`src/design/gdfp_defines.vh`:
```
// Constants of the gate driver fault protection block
`ifndef GDFP_DEFINES_VH
`define GDFP_DEFINES_VH

// ==========================================================
// Timing
`define GDFP_CLK_PERIOD_NS    40
`define GDFP_HOLD_TIME_NS     64000
`define GDFP_HOLD_CYCLES      (`GDFP_HOLD_TIME_NS / `GDFP_CLK_PERIOD_NS)
`define GDFP_QUICK_RESET_NS   10000
`define GDFP_QUICK_RESET_CYC  ((`GDFP_QUICK_RESET_NS + `GDFP_CLK_PERIOD_NS - 1) / `GDFP_CLK_PERIOD_NS)

// ==========================================================
// Overcurrent reaction encodings
`define GDFP_OC_LIMIT         2'h0
`define GDFP_OC_LATCH         2'h1
`define GDFP_OC_REPORT        2'h2
`define GDFP_OC_OFF           2'h3

// ==========================================================
// Warning output selection encodings
`define GDFP_WARN_BOTH        2'h0
`define GDFP_WARN_OT_ONLY     2'h1
`define GDFP_WARN_OC_ONLY     2'h2

// ==========================================================
// Configuration reset values
`define GDFP_GAIN_RST         2'h0
`define GDFP_THRESH_RST       5'h00
`define GDFP_MODE_RST         2'h0
`define GDFP_OFFTIME_RST      1'b0
`define GDFP_WARN_SEL_RST     2'h0
`define GDFP_CAL_RST          1'b0

// ==========================================================
// Status bit positions; bits 5..0 are per-transistor overcurrent
`define GDFP_ST_GATE_UV       6
`define GDFP_ST_GATE_OV       7
`define GDFP_ST_POWER_UV      8
`define GDFP_ST_OT_WARN       9
`define GDFP_ST_OT_SD         10
`define GDFP_ST_LOGIC_UV      11
`define GDFP_ST_WIDTH         12

`endif

```
`src/design/gdfp_protect.v`:
```
// Fault detection and protection logic of a three-phase gate driver
`timescale 1ns/100ps
`include "gdfp_defines.vh"
module gdfp_protect #(
  parameter NUM_FETS    = 6,
  parameter TIMER_WIDTH = 11,
  parameter HOLD_COUNT  = `GDFP_HOLD_CYCLES,
  parameter QUICK_COUNT = `GDFP_QUICK_RESET_CYC
) (
  input  wire                    mclk_i,
  input  wire                    reset_n_i,
  input  wire                    logic_supply_uv_i,
  input  wire                    gate_supply_undervoltage_i,
  input  wire                    gate_supply_overvoltage_i,
  input  wire                    power_stage_undervoltage_i,
  input  wire [NUM_FETS-1:0]     oc_detect_i,
  input  wire [NUM_FETS-1:0]     pwm_i,
  input  wire                    ot_warning_i,
  input  wire                    ot_shutdown_i,
  input  wire                    enable_i,
  input  wire                    gate_reset_cmd_i,
  input  wire                    offset_calibration_pin_i,
  input  wire                    cfg_wr_i,
  input  wire [1:0]              cfg_gain_a_i,
  input  wire [1:0]              cfg_gain_b_i,
  input  wire [4:0]              cfg_oc_threshold_i,
  input  wire [1:0]              cfg_overcurrent_reaction_select_i,
  input  wire                    cfg_off_time_mode_i,
  input  wire [1:0]              cfg_warn_select_i,
  input  wire                    cfg_calibrate_i,
  input  wire                    fault_pin_i,
  input  wire                    warning_pin_i,
  output reg  [NUM_FETS-1:0]     gate_on_o,
  output reg                     gate_weak_pulldown_o,
  output reg                     charge_pump_en_o,
  output reg                     aux_blocks_en_o,
  output wire [1:0]              gain_a_o,
  output wire [1:0]              gain_b_o,
  output wire [4:0]              oc_threshold_o,
  output reg                     amp_input_short_o,
  output reg                     amp_load_disconnect_o,
  output reg  [`GDFP_ST_WIDTH-1:0] status_o,
  output wire                    fault_out_n_o,
  output reg                     fault_out_oe_n_o,
  output wire                    warning_out_n_o,
  output reg                     warning_out_oe_n_o
);

  localparam [TIMER_WIDTH-1:0] QUICK_MAX = QUICK_COUNT[TIMER_WIDTH-1:0];
  localparam [TIMER_WIDTH-1:0] CNT_ONE   = 1;

  // ==========================================================
  // Configuration registers
  reg [1:0]  gain_a_reg;
  reg [1:0]  gain_b_reg;
  reg [4:0]  threshold_reg;
  reg [1:0]  reaction_reg;
  reg        off_time_reg;
  reg [1:0]  warn_sel_reg;
  reg        cal_reg;

  assign gain_a_o       = gain_a_reg;
  assign gain_b_o       = gain_b_reg;
  assign oc_threshold_o = threshold_reg;

  // Held at defaults during logic undervoltage, so recovery leaves defaults
  always @(posedge mclk_i or negedge reset_n_i) begin
    if (!reset_n_i) begin
      gain_a_reg    <= `GDFP_GAIN_RST;
      gain_b_reg    <= `GDFP_GAIN_RST;
      threshold_reg <= `GDFP_THRESH_RST;
      reaction_reg  <= `GDFP_MODE_RST;
      off_time_reg  <= `GDFP_OFFTIME_RST;
      warn_sel_reg  <= `GDFP_WARN_SEL_RST;
      cal_reg       <= `GDFP_CAL_RST;
    end else if (logic_supply_uv_i) begin
      gain_a_reg    <= `GDFP_GAIN_RST;
      gain_b_reg    <= `GDFP_GAIN_RST;
      threshold_reg <= `GDFP_THRESH_RST;
      reaction_reg  <= `GDFP_MODE_RST;
      off_time_reg  <= `GDFP_OFFTIME_RST;
      warn_sel_reg  <= `GDFP_WARN_SEL_RST;
      cal_reg       <= `GDFP_CAL_RST;
    end else if (cfg_wr_i) begin
      gain_a_reg    <= cfg_gain_a_i;
      gain_b_reg    <= cfg_gain_b_i;
      threshold_reg <= cfg_oc_threshold_i;
      reaction_reg  <= cfg_overcurrent_reaction_select_i;
      off_time_reg  <= cfg_off_time_mode_i;
      warn_sel_reg  <= cfg_warn_select_i;
      cal_reg       <= cfg_calibrate_i;
    end
  end

  // ==========================================================
  // Enable pin: low-time measure, quick and full reset
  reg                   enable_prev_reg;
  reg [TIMER_WIDTH-1:0] low_cnt_reg;
  wire                  enable_rise = enable_i & ~enable_prev_reg;
  wire                  long_low    = (low_cnt_reg >= QUICK_MAX);
  wire                  fault_clear = enable_rise | gate_reset_cmd_i;
  wire                  ov_clear    = enable_rise & long_low;

  always @(posedge mclk_i or negedge reset_n_i) begin
    if (!reset_n_i) begin
      enable_prev_reg <= 1'b0;
      low_cnt_reg     <= QUICK_MAX;
    end else begin
      enable_prev_reg <= enable_i;
      if (enable_i) begin
        low_cnt_reg <= {TIMER_WIDTH{1'b0}};
      end else if (!long_low) begin
        low_cnt_reg <= low_cnt_reg + CNT_ONE;
      end
    end
  end

  // ==========================================================
  // Latched faults; a new event wins over a clear
  reg ov_latch_reg;
  reg otsd_latch_reg;
  reg logic_uv_seen_reg;

  always @(posedge mclk_i or negedge reset_n_i) begin
    if (!reset_n_i) begin
      ov_latch_reg      <= 1'b0;
      otsd_latch_reg    <= 1'b0;
      logic_uv_seen_reg <= 1'b0;
    end else begin
      if (gate_supply_overvoltage_i) begin
        ov_latch_reg <= 1'b1;
      end else if (ov_clear) begin
        ov_latch_reg <= 1'b0;
      end
      if (ot_shutdown_i) begin
        otsd_latch_reg <= 1'b1;
      end else if (fault_clear) begin
        otsd_latch_reg <= 1'b0;
      end
      if (logic_supply_uv_i) begin
        logic_uv_seen_reg <= 1'b1;
      end else if (fault_clear) begin
        logic_uv_seen_reg <= 1'b0;
      end
    end
  end

  // ==========================================================
  // Overcurrent handling per transistor; latch-mode shutdown per phase
  reg  [NUM_FETS-1:0] oc_prev_reg;
  reg  [NUM_FETS-1:0] pwm_prev_reg;
  reg  [NUM_FETS-1:0] block_reg;
  reg  [NUM_FETS-1:0] oc_cycle_reg;
  reg  [NUM_FETS/2-1:0] phase_latch_reg;
  wire [NUM_FETS-1:0] oc_evt;
  wire [NUM_FETS-1:0] pwm_rise;
  wire [NUM_FETS-1:0] pwm_edge;
  wire                oc_enabled = (reaction_reg != `GDFP_OC_OFF);
  wire                mode_limit = (reaction_reg == `GDFP_OC_LIMIT);
  wire                any_oc_evt = |oc_evt;
  wire                off_busy;
  wire                off_done;
  wire                warn_busy;

  assign oc_evt   = oc_detect_i & ~oc_prev_reg & {NUM_FETS{oc_enabled}};
  assign pwm_rise = pwm_i & ~pwm_prev_reg;
  assign pwm_edge = pwm_i ^ pwm_prev_reg;

  always @(posedge mclk_i or negedge reset_n_i) begin
    if (!reset_n_i) begin
      oc_prev_reg  <= {NUM_FETS{1'b0}};
      pwm_prev_reg <= {NUM_FETS{1'b0}};
    end else begin
      oc_prev_reg  <= oc_detect_i;
      pwm_prev_reg <= pwm_i;
    end
  end

  genvar gi;
  generate
    for (gi = 0; gi < NUM_FETS; gi = gi + 1) begin : g_fet
      always @(posedge mclk_i or negedge reset_n_i) begin
        if (!reset_n_i) begin
          block_reg[gi]    <= 1'b0;
          oc_cycle_reg[gi] <= 1'b0;
        end else begin
          if (mode_limit && oc_evt[gi]) begin
            block_reg[gi] <= 1'b1;
          end else if (!mode_limit) begin
            block_reg[gi] <= 1'b0;
          end else if (!off_time_reg && pwm_rise[gi]) begin
            block_reg[gi] <= 1'b0;
          end else if (off_time_reg && (pwm_edge[gi] || off_done)) begin
            block_reg[gi] <= 1'b0;
          end
          if (oc_evt[gi]) begin
            oc_cycle_reg[gi] <= 1'b1;
          end else if (pwm_edge[gi]) begin
            oc_cycle_reg[gi] <= 1'b0;
          end
        end
      end
      if (gi % 2 == 0) begin : g_phase
        always @(posedge mclk_i or negedge reset_n_i) begin
          if (!reset_n_i) begin
            phase_latch_reg[gi/2] <= 1'b0;
          end else if ((reaction_reg == `GDFP_OC_LATCH) && (oc_evt[gi] || oc_evt[gi+1])) begin
            phase_latch_reg[gi/2] <= 1'b1;
          end else if (fault_clear) begin
            phase_latch_reg[gi/2] <= 1'b0;
          end
        end
      end
    end
  endgenerate

  // Shared off-time timer restarts on any new event
  gdfp_timer #(
    .WIDTH (TIMER_WIDTH),
    .COUNT (HOLD_COUNT)
  ) u_off_timer (
    .mclk_i    (mclk_i),
    .reset_n_i (reset_n_i),
    .start_i   (mode_limit & off_time_reg & any_oc_evt),
    .busy_o    (off_busy),
    .done_o    (off_done)
  );

  // Warning hold timer for overcurrent reporting
  gdfp_timer #(
    .WIDTH (TIMER_WIDTH),
    .COUNT (HOLD_COUNT)
  ) u_warn_timer (
    .mclk_i    (mclk_i),
    .reset_n_i (reset_n_i),
    .start_i   (any_oc_evt),
    .busy_o    (warn_busy),
    .done_o    ()
  );

  // ==========================================================
  // Gate drive, supply and calibration controls
  wire [NUM_FETS-1:0] phase_off;
  wire                driver_ok;
  wire                warn_oc;
  wire                warn_ot;
  wire                fault_any;
  wire [NUM_FETS-1:0] status_oc;

  generate
    for (gi = 0; gi < NUM_FETS; gi = gi + 1) begin : g_phase_map
      assign phase_off[gi] = phase_latch_reg[gi/2];
    end
  endgenerate

  assign driver_ok = enable_i & ~logic_supply_uv_i & ~gate_supply_undervoltage_i
                   & ~power_stage_undervoltage_i & ~ov_latch_reg & ~otsd_latch_reg;

  assign warn_oc = warn_busy & ((reaction_reg == `GDFP_OC_REPORT)
                 | (mode_limit & (|oc_cycle_reg)));
  assign warn_ot = ot_warning_i;

  assign fault_any = ~enable_i | logic_uv_seen_reg | logic_supply_uv_i
                   | gate_supply_undervoltage_i | ov_latch_reg
                   | power_stage_undervoltage_i | otsd_latch_reg | (|phase_latch_reg);

  assign status_oc = oc_evt;

  // Open-drain pins only ever pull low
  assign fault_out_n_o   = 1'b0;
  assign warning_out_n_o = 1'b0;

  always @(posedge mclk_i or negedge reset_n_i) begin
    if (!reset_n_i) begin
      gate_on_o             <= {NUM_FETS{1'b0}};
      gate_weak_pulldown_o  <= 1'b0;
      charge_pump_en_o      <= 1'b0;
      aux_blocks_en_o       <= 1'b0;
      amp_input_short_o     <= 1'b0;
      amp_load_disconnect_o <= 1'b0;
      fault_out_oe_n_o      <= 1'b0;
      warning_out_oe_n_o    <= 1'b1;
    end else begin
      gate_on_o            <= pwm_i & ~block_reg & ~phase_off & {NUM_FETS{driver_ok}};
      gate_weak_pulldown_o <= logic_supply_uv_i;
      charge_pump_en_o     <= (enable_i | ~long_low) & ~ov_latch_reg & ~otsd_latch_reg;
      aux_blocks_en_o      <= enable_i | ~long_low;
      amp_input_short_o    <= cal_reg | offset_calibration_pin_i;
      amp_load_disconnect_o <= cal_reg | offset_calibration_pin_i;
      fault_out_oe_n_o     <= ~fault_any;
      case (warn_sel_reg)
        `GDFP_WARN_OT_ONLY: warning_out_oe_n_o <= ~warn_ot;
        `GDFP_WARN_OC_ONLY: warning_out_oe_n_o <= ~warn_oc;
        default:            warning_out_oe_n_o <= ~(warn_ot | warn_oc);
      endcase
    end
  end

  // ==========================================================
  // Status register: sticky, cleared by enable or gate reset; the gate overvoltage bit clears only on enable rising after a long low
  always @(posedge mclk_i or negedge reset_n_i) begin
    if (!reset_n_i) begin
      status_o <= {`GDFP_ST_WIDTH{1'b0}};
    end else begin
      status_o[NUM_FETS-1:0] <= status_oc
                              | (status_o[NUM_FETS-1:0] & {NUM_FETS{~fault_clear}});
      status_o[`GDFP_ST_GATE_UV] <= gate_supply_undervoltage_i
                              | (status_o[`GDFP_ST_GATE_UV] & ~fault_clear);
      status_o[`GDFP_ST_GATE_OV] <= ov_latch_reg;
      status_o[`GDFP_ST_POWER_UV] <= power_stage_undervoltage_i
                              | (status_o[`GDFP_ST_POWER_UV] & ~fault_clear);
      status_o[`GDFP_ST_OT_WARN] <= ot_warning_i
                              | (status_o[`GDFP_ST_OT_WARN] & ~fault_clear);
      status_o[`GDFP_ST_OT_SD] <= otsd_latch_reg;
      status_o[`GDFP_ST_LOGIC_UV] <= logic_uv_seen_reg;
    end
  end

endmodule // gdfp_protect

```
`src/design/gdfp_timer.v`:
```
// Restartable countdown timer with a busy level and an expiry pulse
`timescale 1ns/100ps
module gdfp_timer #(
  parameter WIDTH = 11,
  parameter COUNT = 1600
) (
  input  wire mclk_i,
  input  wire reset_n_i,
  input  wire start_i,
  output wire busy_o,
  output reg  done_o
);

  localparam [WIDTH-1:0] LOAD = COUNT[WIDTH-1:0];
  localparam [WIDTH-1:0] ZERO = 0;
  localparam [WIDTH-1:0] ONE  = 1;

  reg [WIDTH-1:0] count_reg;

  assign busy_o = (count_reg != ZERO);

  // ==========================================================
  // Counter: start reloads at any time, restarting a running count
  always @(posedge mclk_i or negedge reset_n_i) begin
    if (!reset_n_i) begin
      count_reg <= ZERO;
      done_o    <= 1'b0;
    end else begin
      done_o <= 1'b0;
      if (start_i) begin
        count_reg <= LOAD;
      end else if (count_reg != ZERO) begin
        count_reg <= count_reg - ONE;
        if (count_reg == ONE) begin
          done_o <= 1'b1;
        end
      end
    end
  end

endmodule // gdfp_timer

```
`config.mk`:
```
export PLATFORM = sky130hd
export DESIGN_NAME = gdfp_protect
export DESIGN_NICKNAME = d
export VERILOG_FILES = /design/src/design/gdfp_protect.v /design/src/design/gdfp_timer.v
export VERILOG_INCLUDE_DIRS = /design/src /design/src/design
export SDC_FILE = /design/constraint.sdc
export NUM_CORES = 1
export LEC_CHECK = 0
export ABC_AREA = 0
export ABC_CLOCK_PERIOD_IN_PS = 3000
export BUFFER_PORTS_ARGS = -buffer_cell sky130_fd_sc_hd__buf_2
export CORE_MARGIN = 2
export CORE_UTILIZATION = 50
export CTS_BUF_LIST = sky130_fd_sc_hd__clkbuf_8
export CTS_CLUSTER_SIZE = 40
export DETAILED_ROUTE_END_ITERATION = 16
export PLACE_DENSITY = 0.68
export SLEW_MARGIN = 20
export SYNTH_ARGS = -nofsm -noshare
export SYNTH_HDL_FRONTEND = slang
export SYNTH_HIERARCHICAL = 1
export SYNTH_SLANG_ARGS = --single-unit
export TNS_END_PERCENT = 5
```
`constraint.sdc`:
```
create_clock -name mclk_i -period 3 [get_ports mclk_i]
set_input_delay 0.15 -clock mclk_i [delete_from_list [all_inputs] [get_ports mclk_i]]
set_output_delay 0.15 -clock mclk_i [all_outputs]
set_load 0.05 [all_outputs]
```
==> results <==
- The flow ran to the end, and the final reports show no timing, DRC or antenna violations.
- The fill cell instance count of the final layout is 714.
- The cell area after technology mapping is between 4000 and 5000 um2.
- In this run the core area contains 34 standard-cell rows.
- TritonCTS built the clock tree.
- The number of nets still failing antenna checks after routing is 0.
- The type of the tightest min-delay check is primary input to flop.
- The clock passes through at most 2 buffers.
- In the final design database the tool counted around 540 nets.
- The later pin in the worst-skew pair is clocked with a latency of 0.37 ns.
- The area of all placed cells without fillers is 5364 um2.
- The total via count after detailed routing is 3313.
- The initial antenna violation count is 0.
- The number of violations reported at the end of detailed-routing iteration 0 is 144.
- Routability-driven placement finished with a final weighted congestion of 0.8212.
- Dividing the detail-routed wire length by the instance count gives 16.04 um.
- Excluding fillers, the count of instances in the completed layout stands at 597.
- The max-slew violation total from the final report is 0.
- The count of buffers added on input and output ports is 72.
- The first global-routing pass estimated approximately 16 mm of wire.
- The total placed cells including tap cells is 563.
- The ratio of routed vias to standard cells is 5.549.
- Setup repair after global routing left no endpoint under its margin.
- The placeable core area is 8763 um2.
- Across every metal layer, demand over resource in global routing totals 0.2064.
- The period utilization is 0.7640.
- The endpoint type of the worst setup path is a flop.
- The remaining max-slew budget at the tightest pin is 0.3820.
- The total of max-cap violations is 0.
- The post-route worst hold slack is 0.007744 ns.
- The die is 99.23 um tall.
- In the final layout, the share of cells above drive strength 1 is 0.2311.
- The tree is rooted in a sky130_fd_sc_hd__clkbuf_8.
- The estimated wirelength of the detail-placed design is between 6 and 7 mm.
- Timing would allow up to ~440 MHz.
- The full die area is 9847 um2.
- The number of sinks handled by clock tree synthesis is 104.
- Gates resized during post-CTS repair numbered 0.
- The flip-flop count of the largest register after layout is 12.
- The most repeated library cell on the critical path is sky130_fd_sc_hd__inv_1.
- The setup path with the least slack is of type flop to flop.
- Setup slack closes at just over 0.7 ns.
- After detailed routing, the total wire length is 9.578 mm.
- The utilization of the core after routing is 0.6121.
- After clock tree synthesis, the clock-pin slew on the worst setup and hold paths is around 0.1 ns.
- The area taken by multi-input logic gates is around 1800 um2.
- After routing, the total negative slack on setup checks comes to 0 ns.
- The number of top-level pins is 77.
- The die extent in x is 99.23 um.
- The maximum number of pins on one net before global-route repair is 64.
- More flip-flops sit in one register than any other, and that register is status_o.
- For this design the static power due to leakage is 2.478 nW.
- The shortest clock period the worst path allows after layout is approximately 2.3 ns.
- The initial utilization of the core area, before any placement, comes to 0.5174.
- The number of antenna diodes in the final layout is 0.
- The area taken by flip-flops and latches is 2611 um2.
- Along the worst path, the maximum fanout reaches 7.
- The global route total overflow is 0.
- The number of hold violations in the final report is 0.
- The post-route DRC violation count is 0.
- The data required time at the worst endpoint is 3.28 ns.
- The slowest stage of the critical path is the sky130_fd_sc_hd__or3b_2 cell.
- Traced cell by cell, the critical path runs through inv_1, ha_1, or3b_2, nor3_1, inv_1, nand2b_1, a21oi_1, a211o_1, o21ai_0.
- The pre-CTS setup slack is approximately 0.72 ns.
- The largest stage delay on the critical path is 0.55 ns.
- The slew at the pin closest to its max-slew limit is 0.9235 ns.
- The power after layout is 3.201 mW.
- The number of global-route vias before repair was between 3000 and 4000.
- The number of setup violations in the final report is 0.
- During synthesis, Yosys emitted a total of 6 warnings.
- Compared with the post-synthesis result, the final layout area differs by 18.29%.
- The H-tree was split into 3 levels.
- At the worst endpoint, the arrival time is between 2 and 3 ns.
- Post-CTS timing repair inserted 0 buffers for setup.
- On the final layout, the worst clock skew is roughly 0.017 ns.
- VDD sags by at most between 300 and 400 uV.
- The number of buffers created by CTS is 9.
- The cell count after synthesis came out at between 300 and 400.
- The first detailed-routing pass took 6 iterations.
- The mean post-synth cell area is 11.45 um2.
- Power spread over the standard cell area amounts to 596.8 nW/um2.
- Once placement finished, the instance area stood at 4990 um2.
- The kind of launch point of the worst setup path is a flop.
routing by layer:
layer  part of all wire  GRT usage  wire length [um]
met2               0.50     0.3451              4778
met5                  0          0                 0
met1               0.45     0.2709              4327
met3              0.032    0.03092               306
met4              0.017    0.08535               166
area by class of cell:
cell class	instances	share of cell area
well taps	108	0.02519
repair buffers	93	0.1078
clock buffers	9	0.02309
flip-flops and latches	104	0.4868
multi-input cells	256	0.3301
inverters	20	0.01400
clock inverters	7	0.01306
cells in the final DEF (no fill, tap or decap), types with 5 or more instances in the layout:
| cell type | count |
|---|---|
| sky130_fd_sc_hd__a21o_1 | 9 |
| sky130_fd_sc_hd__nor3_1 | 10 |
| sky130_fd_sc_hd__o21ai_0 | 13 |
| sky130_fd_sc_hd__nand2_1 | 11 |
| sky130_fd_sc_hd__mux2i_1 | 15 |
| sky130_fd_sc_hd__nand2b_1 | 7 |
| sky130_fd_sc_hd__buf_2 | 71 |
| sky130_fd_sc_hd__nor4b_1 | 6 |
| sky130_fd_sc_hd__o211ai_1 | 5 |
| sky130_fd_sc_hd__nor2b_1 | 16 |
| sky130_fd_sc_hd__or3_1 | 5 |
| sky130_fd_sc_hd__dfstp_2 | 7 |
| sky130_fd_sc_hd__dfrtp_1 | 97 |
| sky130_fd_sc_hd__clkbuf_8 | 9 |
| sky130_fd_sc_hd__a21oi_1 | 16 |
| sky130_fd_sc_hd__nor4_1 | 7 |
| sky130_fd_sc_hd__nor2_1 | 38 |
| sky130_fd_sc_hd__ha_1 | 13 |
| sky130_fd_sc_hd__inv_1 | 21 |
| sky130_fd_sc_hd__dlygate4sd3_1 | 18 |
| sky130_fd_sc_hd__a22o_1 | 12 |
| sky130_fd_sc_hd__a211oi_1 | 5 |
path summary, 6_finish.rpt:
kind / endpoint / cells after the start / startpoint / slack [ns]
min in group asynchronous: pwm_prev_reg[5] / 2 / reset_n_i / 0.40
worst min register to register: gate_on_o[2] / 1 / block_reg[2] / 0.43
max in group asynchronous: warning_out_oe_n_o / 3 / reset_n_i / 1.82
worst min-delay path: status_o[8] / 2 / power_stage_undervoltage_i / 0.008
worst max-delay path: warning_out_oe_n_o / 9 / u_warn_timer/count_reg[0] / 0.71
worst max register to register: warning_out_oe_n_o / 9 / u_warn_timer/count_reg[0] / 0.71
power by group:
group / internal [mW] / switching [mW]
clock network: 0.390 / 0.500
registers: 1.54 / 0.134
logic: 0.259 / 0.382
worst max-delay path: cells and delay by family, from the launching register on:
kind / cells / cell delay (ns)
adder cells (fa/ha/maj): 1 / 0.19
flip-flops: 1 / 0.42
AO/OA/AOI/OAI: 3 / 0.44
buffers and inverters: 2 / 0.17
AND/OR/NAND/NOR: 3 / 0.99
what timing repair did:
| action | in CTS | in global routing |
|---|---|---|
| hold buffers | 17 | 1 |
| setup endpoints to repair | 0 | 0 |
| endpoints found under the hold margin | 72 | 1 |
(Power assumes the default switching activity.)
